### config.mk
export PLATFORM = sky130hd
export DESIGN_NAME = rx_status_regs
export DESIGN_NICKNAME = d
export VERILOG_FILES = /design/src/shared/rx_status_pkg.sv /design/src/logic/rx_status_regs.sv /design/src/logic/status_buffer_mem.sv
export SDC_FILE = /design/constraint.sdc
export NUM_CORES = 1
export LEC_CHECK = 0
export ABC_AREA = 1
export BUFFER_PORTS_ARGS = -buffer_cell sky130_fd_sc_hd__buf_2
export CORE_ASPECT_RATIO = 1.75
export CORE_MARGIN = 2
export CORE_UTILIZATION = 35
export CTS_BUF_LIST = sky130_fd_sc_hd__clkbuf_16
export DETAILED_ROUTE_END_ITERATION = 10
export SKIP_LAST_GASP = 1
export SLEW_MARGIN = 20
export SYNTH_ARGS = -nofsm -noshare
export SYNTH_HDL_FRONTEND = slang
export SYNTH_SLANG_ARGS = --single-unit
### constraint.sdc
create_clock -name mclk_i -period 8.25 [get_ports mclk_i]
set_input_delay 1.65 -clock mclk_i [delete_from_list [all_inputs] [get_ports mclk_i]]
set_output_delay 1.65 -clock mclk_i [all_outputs]
set_load 0.005 [all_outputs]
### src/shared/rx_status_pkg.sv
/*
 * Constants for the receiver status register bank and its control port.
 * Assumes a single 250 MHz clock domain and a synchronous active-high reset.
 */
// Behaviour
// Ratio register: integer 7:6, fraction 5:0
// Ratio valid only once PLL locked
// Host ignores ratio until lock, divides rates
// Address range exposes the E buffer window
// Buffer select: clear status, set user
// Identity register: part code, revision nibble
// Start two-wire; select falling edge gives SPI
// SPI: select enables port, read data out
// Two-wire: open-drain data, pin gives address bit0
// Emphasis pin strap gives address bit two
// Emphasis output low for 50/15 emphasis
// Three-bit select picks one of seven inputs
// Reset clears all state, low power
// Host holds reset until clocks stable
// Writes to read-only registers are ignored
package rx_status_pkg;
    // Register offsets
    localparam logic [6:0] ADDR_RATIO = 7'h1e;
    localparam logic [6:0] ADDR_BUF_FIRST = 7'h1f;
    localparam logic [6:0] ADDR_BUF_LAST = 7'h37;
    localparam logic [6:0] ADDR_IDENT = 7'h7f;
    // Buffer depth: bytes in the window
    localparam int BUF_DEPTH = 25;
    localparam int BUF_AW = 5;
    // Identity values, arbitrary
    localparam logic [3:0] PART_CODE = 4'ha;
    localparam logic [3:0] REVISION = 4'h3;
    // Emphasis code for 50/15 in channel status
    localparam logic [2:0] EMPHASIS_FLAG_PIN_50_15 = 3'h1;
    // Two-wire device address: fixed upper bits
    localparam logic [3:0] TW_ADDR_HI = 4'h2;
    // Number of receiver inputs
    localparam int NUM_INPUTS = 7;
    // Read data when nothing is mapped
    localparam logic [7:0] READ_IDLE = 8'h00;
endpackage

### src/logic/rx_status_regs.sv
/*
 * Status register bank of the receiver: ratio, E buffer window, identity,
 * control port mode detection, address straps, emphasis pin and input select.
 * Assumes a host-side port decoder hands over register reads and writes as
 * one-cycle strobes with a 7-bit address; pins are synchronous to mclk_i.
 */
`timescale 1ns/1ps
module rx_status_regs (
    // Clock and reset
    input wire logic mclk_i,
    input wire logic reset_i,
    // Register access strobes from the port decoder
    input wire logic rd_i,
    input wire logic wr_i,
    input wire logic [6:0] addr_i,
    input wire logic [7:0] wdata_i,
    output logic [7:0] rdata_o,
    output logic rvalid_o,
    // Control bits held elsewhere in the control registers
    input wire logic buffer_select_bit_i,
    input wire logic [2:0] input_select_field_i,
    // Receiver status
    input wire logic pll_locked_i,
    input wire logic ratio_update_i,
    input wire logic [7:0] rate_ratio_value_i,
    input wire logic [2:0] emphasis_code_i,
    // E buffer fill from the receiver
    input wire logic cbuf_wr_i,
    input wire logic ubuf_wr_i,
    input wire logic [4:0] buf_waddr_i,
    input wire logic [7:0] buf_wdata_i,
    // Receiver inputs and chosen stream
    input wire logic [6:0] receiver_inputs_i,
    output logic rx_stream_o,
    // Shared select pin and data pin
    input wire logic addr0_or_select_pin_i,
    input wire logic ctrl_data_pin_i,
    input wire logic spi_read_bit_i,
    input wire logic tw_drive_low_i,
    output logic ctrl_data_pin_o,
    output logic ctrl_data_pin_oe_o,
    // Emphasis pin, strap read at start-up
    input wire logic emphasis_flag_pin_i,
    output logic emphasis_flag_pin_o,
    output logic emphasis_flag_pin_oe_o,
    // Port mode and address
    output logic spi_mode_o,
    output logic port_enable_o,
    output logic [6:0] tw_address_o,
    output logic low_power_o
);
    // Port mode states, Gray coded
    typedef enum logic [1:0] {
        ST_STRAP = 2'b00,
        ST_TWO_WIRE = 2'b01,
        ST_SPI = 2'b11
    } port_state_t;

    port_state_t state_q; // Port mode
    logic sel_prev_q; // Select pin last cycle
    logic address_bit_two_q; // Captured emphasis strap
    logic [7:0] ratio_q; // Held ratio
    logic [7:0] rdata_q; // Read data
    logic rvalid_q; // Read answer strobe
    logic [1:0] rsrc_q; // Read source select
    logic emphasis_flag_pin_q; // Emphasis output
    logic rx_q; // Selected stream
    logic [7:0] cbuf_rd; // Channel status buffer read
    logic [7:0] ubuf_rd; // User buffer read
    logic [4:0] buf_raddr; // Window index
    logic in_window; // Address inside buffer window
    logic sel_fall; // Falling edge on select pin

    localparam logic [1:0] SRC_REG = 2'h0;
    localparam logic [1:0] SRC_CBUF = 2'h1;
    localparam logic [1:0] SRC_UBUF = 2'h2;

    assign in_window = (addr_i >= rx_status_pkg::ADDR_BUF_FIRST) && (addr_i <= rx_status_pkg::ADDR_BUF_LAST);
    assign buf_raddr = 5'(addr_i - rx_status_pkg::ADDR_BUF_FIRST);
    assign sel_fall = sel_prev_q && !addr0_or_select_pin_i;

    // Channel status E buffer
    status_buffer_mem u_cbuf (
        .mclk_i(mclk_i),
        .reset_i(reset_i),
        .wr_en_i(cbuf_wr_i),
        .wr_addr_i(buf_waddr_i),
        .wr_data_i(buf_wdata_i),
        .rd_addr_i(buf_raddr),
        .rd_data_o(cbuf_rd)
    );

    // User data E buffer
    status_buffer_mem u_ubuf (
        .mclk_i(mclk_i),
        .reset_i(reset_i),
        .wr_en_i(ubuf_wr_i),
        .wr_addr_i(buf_waddr_i),
        .wr_data_i(buf_wdata_i),
        .rd_addr_i(buf_raddr),
        .rd_data_o(ubuf_rd)
    );

    // Select pin history for edge detection
    always_ff @(posedge mclk_i) begin
        if (reset_i) begin
            sel_prev_q <= 1'b1;
        end else begin
            sel_prev_q <= addr0_or_select_pin_i;
        end
    end

    // Port mode: strap cycle, then two-wire until a select falling edge
    always_ff @(posedge mclk_i) begin
        if (reset_i) begin
            state_q <= ST_STRAP;
        end else begin
            case (state_q)
                ST_STRAP: begin
                    state_q <= ST_TWO_WIRE;
                end
                ST_TWO_WIRE: begin
                    if (sel_fall) begin
                        state_q <= ST_SPI;
                    end
                end
                ST_SPI: begin
                    state_q <= ST_SPI; // Mode holds until reset
                end
                default: begin
                    state_q <= ST_STRAP;
                end
            endcase
        end
    end

    // Capture the emphasis strap in the cycle after reset release
    always_ff @(posedge mclk_i) begin
        if (reset_i) begin
            address_bit_two_q <= 1'b0;
        end else if (state_q == ST_STRAP) begin
            address_bit_two_q <= emphasis_flag_pin_i;
        end
    end

    // Ratio holds the last value sampled while locked; writes never touch it
    always_ff @(posedge mclk_i) begin
        if (reset_i) begin
            ratio_q <= 8'h00;
        end else if (ratio_update_i && pll_locked_i) begin
            ratio_q <= rate_ratio_value_i;
        end
    end

    // Read decode; the buffer sources answer from their own registers
    always_ff @(posedge mclk_i) begin
        if (reset_i) begin
            rdata_q <= rx_status_pkg::READ_IDLE;
            rsrc_q <= SRC_REG;
            rvalid_q <= 1'b0;
        end else begin
            rvalid_q <= rd_i;
            if (rd_i) begin
                rsrc_q <= SRC_REG;
                if (addr_i == rx_status_pkg::ADDR_RATIO) begin
                    rdata_q <= ratio_q;
                end else if (addr_i == rx_status_pkg::ADDR_IDENT) begin
                    rdata_q <= {rx_status_pkg::PART_CODE, rx_status_pkg::REVISION};
                end else if (in_window) begin
                    rsrc_q <= buffer_select_bit_i ? SRC_UBUF : SRC_CBUF;
                end else begin
                    rdata_q <= rx_status_pkg::READ_IDLE;
                end
            end
        end
    end

    // Answer mux and strobe
    always_comb begin
        case (rsrc_q)
            SRC_CBUF: rdata_o = cbuf_rd;
            SRC_UBUF: rdata_o = ubuf_rd;
            default: rdata_o = rdata_q;
        endcase
    end
    assign rvalid_o = rvalid_q;

    // Emphasis output, low only for 50/15
    always_ff @(posedge mclk_i) begin
        if (reset_i) begin
            emphasis_flag_pin_q <= 1'b1;
        end else begin
            emphasis_flag_pin_q <= (emphasis_code_i != rx_status_pkg::EMPHASIS_FLAG_PIN_50_15);
        end
    end
    assign emphasis_flag_pin_o = emphasis_flag_pin_q;
    assign emphasis_flag_pin_oe_o = (state_q != ST_STRAP) && !reset_i;

    // Input multiplexer; codes above six select nothing
    always_ff @(posedge mclk_i) begin
        if (reset_i) begin
            rx_q <= 1'b0;
        end else if (int'(input_select_field_i) < rx_status_pkg::NUM_INPUTS) begin
            rx_q <= receiver_inputs_i[input_select_field_i];
        end else begin
            rx_q <= 1'b0;
        end
    end
    assign rx_stream_o = rx_q;

    // Data pin: SPI drives read data, two-wire only pulls low
    assign ctrl_data_pin_o = (state_q == ST_SPI) ? spi_read_bit_i : 1'b0;
    assign ctrl_data_pin_oe_o = (state_q == ST_SPI) ? !addr0_or_select_pin_i
                              : ((state_q == ST_TWO_WIRE) && tw_drive_low_i);

    // Mode and address outputs
    assign spi_mode_o = (state_q == ST_SPI);
    assign port_enable_o = (state_q == ST_SPI) ? !addr0_or_select_pin_i : (state_q == ST_TWO_WIRE);
    assign tw_address_o = {rx_status_pkg::TW_ADDR_HI, address_bit_two_q, 1'b0, addr0_or_select_pin_i};
    assign low_power_o = reset_i;
endmodule

### src/logic/status_buffer_mem.sv
/*
 * Small memory that holds one E buffer; read data come from a register.
 * Assumes the receiver writes bytes one at a time on the same clock.
 */
`timescale 1ns/1ps
module status_buffer_mem (
    // Clock and reset
    input wire logic mclk_i,
    input wire logic reset_i,
    // Write side
    input wire logic wr_en_i,
    input wire logic [4:0] wr_addr_i,
    input wire logic [7:0] wr_data_i,
    // Read side
    input wire logic [4:0] rd_addr_i,
    output logic [7:0] rd_data_o
);
    // Storage array
    logic [7:0] mem_q [0:rx_status_pkg::BUF_DEPTH-1];
    logic [7:0] rd_q;

    // Write port; storage cleared by reset
    always_ff @(posedge mclk_i) begin
        if (reset_i) begin
            for (int i = 0; i < rx_status_pkg::BUF_DEPTH; i++) begin
                mem_q[i] <= 8'h00;
            end
        end else if (wr_en_i && (int'(wr_addr_i) < rx_status_pkg::BUF_DEPTH)) begin
            mem_q[wr_addr_i] <= wr_data_i;
        end
    end

    // Registered read port
    always_ff @(posedge mclk_i) begin
        if (reset_i) begin
            rd_q <= 8'h00;
        end else if (int'(rd_addr_i) < rx_status_pkg::BUF_DEPTH) begin
            rd_q <= mem_q[rd_addr_i];
        end else begin
            rd_q <= 8'h00;
        end
    end

    assign rd_data_o = rd_q;
endmodule

==> impl_results.md, run 1 <==
* First-pass GRT wire length at 94010 um
* Worst clock skew at 9.465 ps
* WHS Endpoint: ratio_q[7]
* Post-synth top flop: edfxtp_1
* Post-CTS Setup Inserts at 0
* RePlAce Congestion at 0.8489
* Rows at 123
* Post-synthesis mux area share at 0
* Syn-to-layout area delta at 10.21%
* Tot Pwr at 5.391 mW
* Fraction of registers with async set/reset at 0
* R2R Path End: u_cbuf.rd_data_o[0]
* Hold_ws at 451.0 ps
* Grt total ovfl at 0
* Via count at 16810
* Later-pin clock latency in the skew report at 570 ps
* Synth Area in Simple Gates at 0.2891
* Outcome: finished, final reports clean
* Critical path launch point: addr_i[0]
* Cell Pwr Density at 214.3 nW/um^2
* Synthesized instance count at 2477
* Seq/Total Area, Yosys at 0.6055
* IO Count at 87
* CTS sink count at 474
* Max Root-Sink Buffers at 3
* Mapped Avg Cell Area at 9.217 sq um
* Hold depth at 2
* Ys Warns at 0
* 1st-pass router iterations at 9
* CP required at 8690 ps
* Synth Register Bits at 474
* Mapped cell area at 22830 sq um
* Core area at 64480 sq um
* Die span in x at 197.1 um
* Worst rel slew slack at 0.2201
* Fin. Hold Viols at 0
* N_diodes at 0
* CP endpoint kind: register
* H-tree depth at 2
* Max-cap viol count at 0
* Antenna-violating nets left at 0
* RSZ-0062 raised after global routing: false
* EDFF count, synth at 433
* Area used by multi-input combinational logic at 7740 sq um
* Root Buffer: clkbuf_16
* Leak pwr at 10.29 nW
* Compound-Gate Fraction of Synth Area at 0.03875
* DRC errors left at 0
* Fillers at 6348
* Area contributors post-synth: edfxtp_1 (57%), nor2_1 (11%), nand2_1 (8.8%)
* Worst-path fanout max at 140
* Worst hold path type: reg2reg
* Number of vias per cell at 5.044
* R2R Path Start: u_cbuf.mem_q[11][0]
* Num CTS Buffers at 41
* Peak VDD IR at 0.1367 mV
* Die Y at 341.9 um
* Slew Viols, Final at 0
* Final TNS setup at 0 ps
* Initial Util at 0.3541
* Synth top area share at 0.5695
* CP Launch Type: input pin
* Clock transition at path regs at 70 ps
* Synth top cells by count: nor2_1 (679), nand2_1 (538), edfxtp_1 (433)
* Die area at 67370 sq um
* Final wirelength at 61530 um
* I/O Buffers at 71
* Vias in the first global route at 16830
* Worst slew pin tran at 1166 ps
* Area leader, netlist: edfxtp_1
* Largest family of logic cells by synthesized area: simple AND/OR/NAND/NOR gates
* GRT Total Usage at 0.1835
* Final worst slack at 3415 ps
* CTS tree: built
* Netlist cell types at 40
* Worst EP arrival at 5280 ps
* Detailed Place HPWL at 38550 um
* Synth Area in XOR/XNOR at 0.0007672
* R2R depth at 8
* Largest net degree at the start of global routing at 141
* Layout cell share with drive strength beyond 1 at 0.1020
* Fin nets at 2554
* WS Path Type: in2reg
* Reg2reg setup slack at 6620 ps
* Hold path startpoint: ratio_q[7]
* Fmax at 206.8 MHz
* Top-count cell post-synth: nor2_1
* Post-layout minimum cycle time at 4835 ps
* Endpoints failing setup at 0
* Hold Buf Count CTS at 0
* Pre-CTS setup slack at 2779 ps
* Drt wl/cell at 18.47 um
* Final period utilization at 0.5861
* Sequential Area at 13820 sq um
* Post-cts sizing count at 0
* Initial antenna violation count at 2
* Adder-Cell Fraction of Synth Area at 0.002192
* DRT iter0 DRCs at 1251
==> kinds of logic (layout without fill, tap and decap cells) <==
kind of cell	after synthesis	count (layout)
XOR/XNOR	2	2
buffers and inverters	342	349
adder cells (fa/ha/maj)	4	4
other	2	38
AND/OR/NAND/NOR	1482	1482
AO/OA/AOI/OAI	171	171
flip-flops	474	474
==> power breakdown <==
part	leakage, nW	switching [mW]	internal (mW)
registers	4.47	0.0412	2.75
logic	5.13	0.464	0.157
clock network	0.696	0.884	1.09
total	10.3	1.39	4.00
==> metrics by stage <==
| step | instance area [sq um] | util | std cells |
|---|---|---|---|
| floorplan | 22970 | - | 2513 |
| global placement | 23810 | 0.3693 | 3256 |
| detailed placement | 23810 | 0.3693 | 3256 |
| CTS | 25160 | 0.3902 | 3332 |
| global route | 25160 | 0.3902 | 3332 |
| finish | 25160 | 0.3902 | 3332 |
==> state kept, by name (all words and copies together), names as in the netlist <==
signal and flops:
u_cbuf.rd_data_o 8, sel_prev_q 1, ratio_q 8, u_ubuf.rd_data_o 8
rsrc_q 2, u_ubuf.mem_q 215, address_bit_two_q 1, emphasis_flag_pin_o 1
state_q 2, rx_stream_o 1, u_cbuf.mem_q 218, rvalid_o 1
rdata_q 8
==> cell type report <==
cell class,instances,share of cell area
inverters,178,0.02695
repair buffers,95,0.02203
multi-input cells,1697,0.3076
clock inverters,32,0.009896
well taps,812,0.04038
clock buffers,44,0.04376
flip-flops and latches,474,0.5494
==> worst max path at each step <==
stage	endpoint	cells after the start
6_report	u_cbuf.rd_data_o[0]	11
5_1_grt	u_cbuf.rd_data_o[0]	12
4_1_cts	u_cbuf.rd_data_o[3]	12
3_5_place_dp	u_cbuf.rd_data_o[3]	12
3_3_place_gp	u_cbuf.rd_data_o[0]	12
2_1_floorplan	u_cbuf.rd_data_o[4]	16
==> critical path, stage by stage <==
cell and delay (ps):
buf_6 750, inv_6 560, ha_4 530, buf_4 670
nor2_1 120, o21ai_0 110, nand3_1 90, nand3_1 100
nand2_1 80, nor2_1 380, nor2_1 100
==> per-layer routing <==
layer | wire (um) | part of all wire | GRT usage | up-vias
met5 | 16 | 0.00026 | 0 | -
met4 | 3711 | 0.060 | 0.1076 | 2
met3 | 3107 | 0.050 | 0.01831 | 163
met2 | 32270 | 0.52 | 0.3471 | 599
met1 | 22430 | 0.36 | 0.1959 | 8018
li1 | - | - | - | 8024
==> cells in the final DEF (no fill, tap or decap), types with 14 or more instances in the layout <==
master / count
a21oi_1: 41
buf_2: 70
buf_4: 23
clkbuf_16: 44
clkinv_2: 14
conb_1: 38
dfxtp_1: 41
edfxtp_1: 433
inv_1: 165
nand2_1: 538
nand3_1: 179
nand3_4: 44
nor2_1: 677
nor2_2: 18
o21ai_0: 118
No activity file was read; power rests on OpenSTA's default activity.
==> run 2, diff against run 1 <==
clock period = 4.5 ns   (was 8.25 ns; I/O delays follow)
==> impl_results.md, run 2 (same netlist as run 1, synthesis figures left out) <==
* Post-CTS Setup Inserts at 0 (unchanged)
* Max-cap viol count at 0 (unchanged)
* Final non-filler cell total at 3348 (+0.48%)
* P_int at 7.492 mW (+87%)
* Hold Buf Count CTS at 0 (unchanged)
* Rows at 123 (unchanged)
* Root Buffer: clkbuf_16
* Die span in x at 197.1 um (unchanged)
* Most common cell after layout, fill and taps aside: nor2_1
* Largest net degree at the start of global routing at 221 (+57%)
* CP required at 3600 ps (-5090 ps)
* Worst rel slew slack at 0.2584 (+0.03830)
* Core area at 64480 sq um (unchanged)
* Fin nets at 2571 (+0.67%)
* Max reg flops at 218 (unchanged)
* Clock network power share at 0.375 (+0.008)
* Syn-to-layout area delta at 11.11%
* Slew Viols, Final at 0 (unchanged)
* Cell Pwr Density at 396.7 nW/um^2 (+85%)
* CP Launch Type: register
* Worst EP arrival at 1940 ps (-3340 ps)
* Outcome: finished, final reports clean
* WS Path Type: reg2out
* H-tree depth at 2 (unchanged)
* 1st-pass router iterations at 5 (-4)
* Initial antenna violation count at 1 (-1)
* DRC errors left at 0 (unchanged)
* Final period utilization at 0.6322
* Regs by FF count: u_cbuf.mem_q (218), u_ubuf.mem_q (215)
* CTS tree: built
* Post-layout minimum cycle time at 2845 ps
* Most frequent cells in the layout: nor2_1 (677), nand2_1 (538), edfxtp_1 (433), nand3_1 (179), inv_1 (170)
* Post-cts sizing count at 0 (unchanged)
* Sw frac at 0.2554 (-0.002270)
* DRT iter0 DRCs at 1374 (+9.8%)
* Worst clock skew at 28.35 ps (+18.89 ps)
* First-pass GRT wire length at 95110 um (+1.2%)
* Number of vias per cell at 5.029 (-0.29%)
* Antenna-violating nets left at 0 (unchanged)
* Num CTS Buffers at 42 (+2.4%)
* Leak pwr at 10.40 nW (+1.1%)
* CTS sink count at 474 (unchanged)
* Vias in the first global route at 16580 (-1.5%)
* Die Y at 341.9 um (unchanged)
* Clock transition at path regs at 70 ps (about the same)
* Net switching power at 2.570 mW (+85%)
* Sequential share of power at 0.509 (-0.009)
* RePlAce Congestion at 0.8928 (+5.2%)
* Final wirelength at 62890 um (+2.2%)
* Endpoints failing setup at 0 (unchanged)
* IO Count at 87 (unchanged)
* Max Root-Sink Buffers at 3 (unchanged)
* Largest Register: u_cbuf.mem_q
* Later-pin clock latency in the skew report at 590 ps (+20 ps)
* I/O Buffers at 71 (unchanged)
* Combinational share of power at 0.116 (about the same)
* Layout cell share with drive strength beyond 1 at 0.1049 (+0.002947)
* Die area at 67370 sq um (unchanged)
* Worst-path fanout max at 10 (-93%)
* Fmax at 351.5 MHz
* Drt wl/cell at 18.79 um (+1.7%)
* Worst slew pin tran at 1112 ps (-53.66 ps)
* Final TNS setup at 0 ps (unchanged)
* Via count at 16840 (+0.18%)
* Initial Util at 0.3541 (unchanged)
* Fillers at 6332 (-0.25%)
* Detailed Place HPWL at 40590 um (+5.3%)
* CP endpoint kind: output port
* Fin. Hold Viols at 0 (unchanged)
* Peak VDD IR at 0.2250 mV (+65%)
* RSZ-0062 raised after global routing: false
* Cell total after placement at 3272 (+0.49%)
* GRT Total Usage at 0.1858 (+0.002321)
* Worst hold path type: reg2reg
* Grt total ovfl at 0 (unchanged)
run 2: metrics by stage:
step           area (sq um)  hold slack [ps]  power [mW]  setup slack [ps]    util
3_3_place_gp          23960            440.7       6.360              1184  0.3715
5_1_grt               25370            467.8       10.39              1521  0.3934
3_5_place_dp          23960            442.3       6.375              1179  0.3715
4_1_cts               25370            453.6       10.11              1628  0.3934
6_report              25370            450.0       10.06              1655  0.3934
2_1_floorplan         22970            424.6       5.947              1531       -
run 2: area by class of cell:
class | instances | area [sq um] | area share
inverters | 178 | 678.2 | 0.02673
repair buffers | 111 | 699.4 | 0.02757
clock buffers | 45 | 1126 | 0.04439
well taps | 812 | 1016 | 0.04005
diodes | 1 | 2.502 | 0.00009864
flip-flops and latches | 474 | 13820 | 0.5449
clock inverters | 30 | 282.8 | 0.01115
multi-input cells | 1697 | 7740 | 0.3051
run 2: worst paths after layout:
check	slack, ps	cells past startpoint	start	endpoint
worst max-delay path	1660	6	rsrc_q[0]	rdata_o[4]
worst min-delay path	450	2	ratio_q[0]	ratio_q[0]
worst max register to register	2920	8	u_cbuf.mem_q[11][7]	u_cbuf.rd_data_o[7]
worst min register to register	450	2	ratio_q[0]	ratio_q[0]
run 2: metal layers:
| metal | vias up | GRT usage | routed length (um) |
|---|---|---|---|
| li1 | 8046 | - | - |
| met1 | 8079 | 0.1976 | 22580 |
| met2 | 562 | 0.3539 | 33800 |
| met3 | 150 | 0.01900 | 3003 |
| met4 | 0 | 0.1049 | 3511 |
| met5 | - | 0 | 0 |
run 2: critical path: stages (launching register included):
cell	delay (ps)
dfxtp_1	360
inv_1	50
ha_1	410
inv_1	210
nor2_1	60
a21oi_1	160
buf_2	140
run 2: power by group through the flow:
stage	combinational [mW]	sequential (mW)	clock, mW
2_1_floorplan	0.759	5.19	0
3_3_place_gp	1.15	5.21	0
3_5_place_dp	1.16	5.22	0
4_1_cts	1.16	5.12	3.82
5_1_grt	1.27	5.14	3.97
6_report	1.16	5.12	3.77
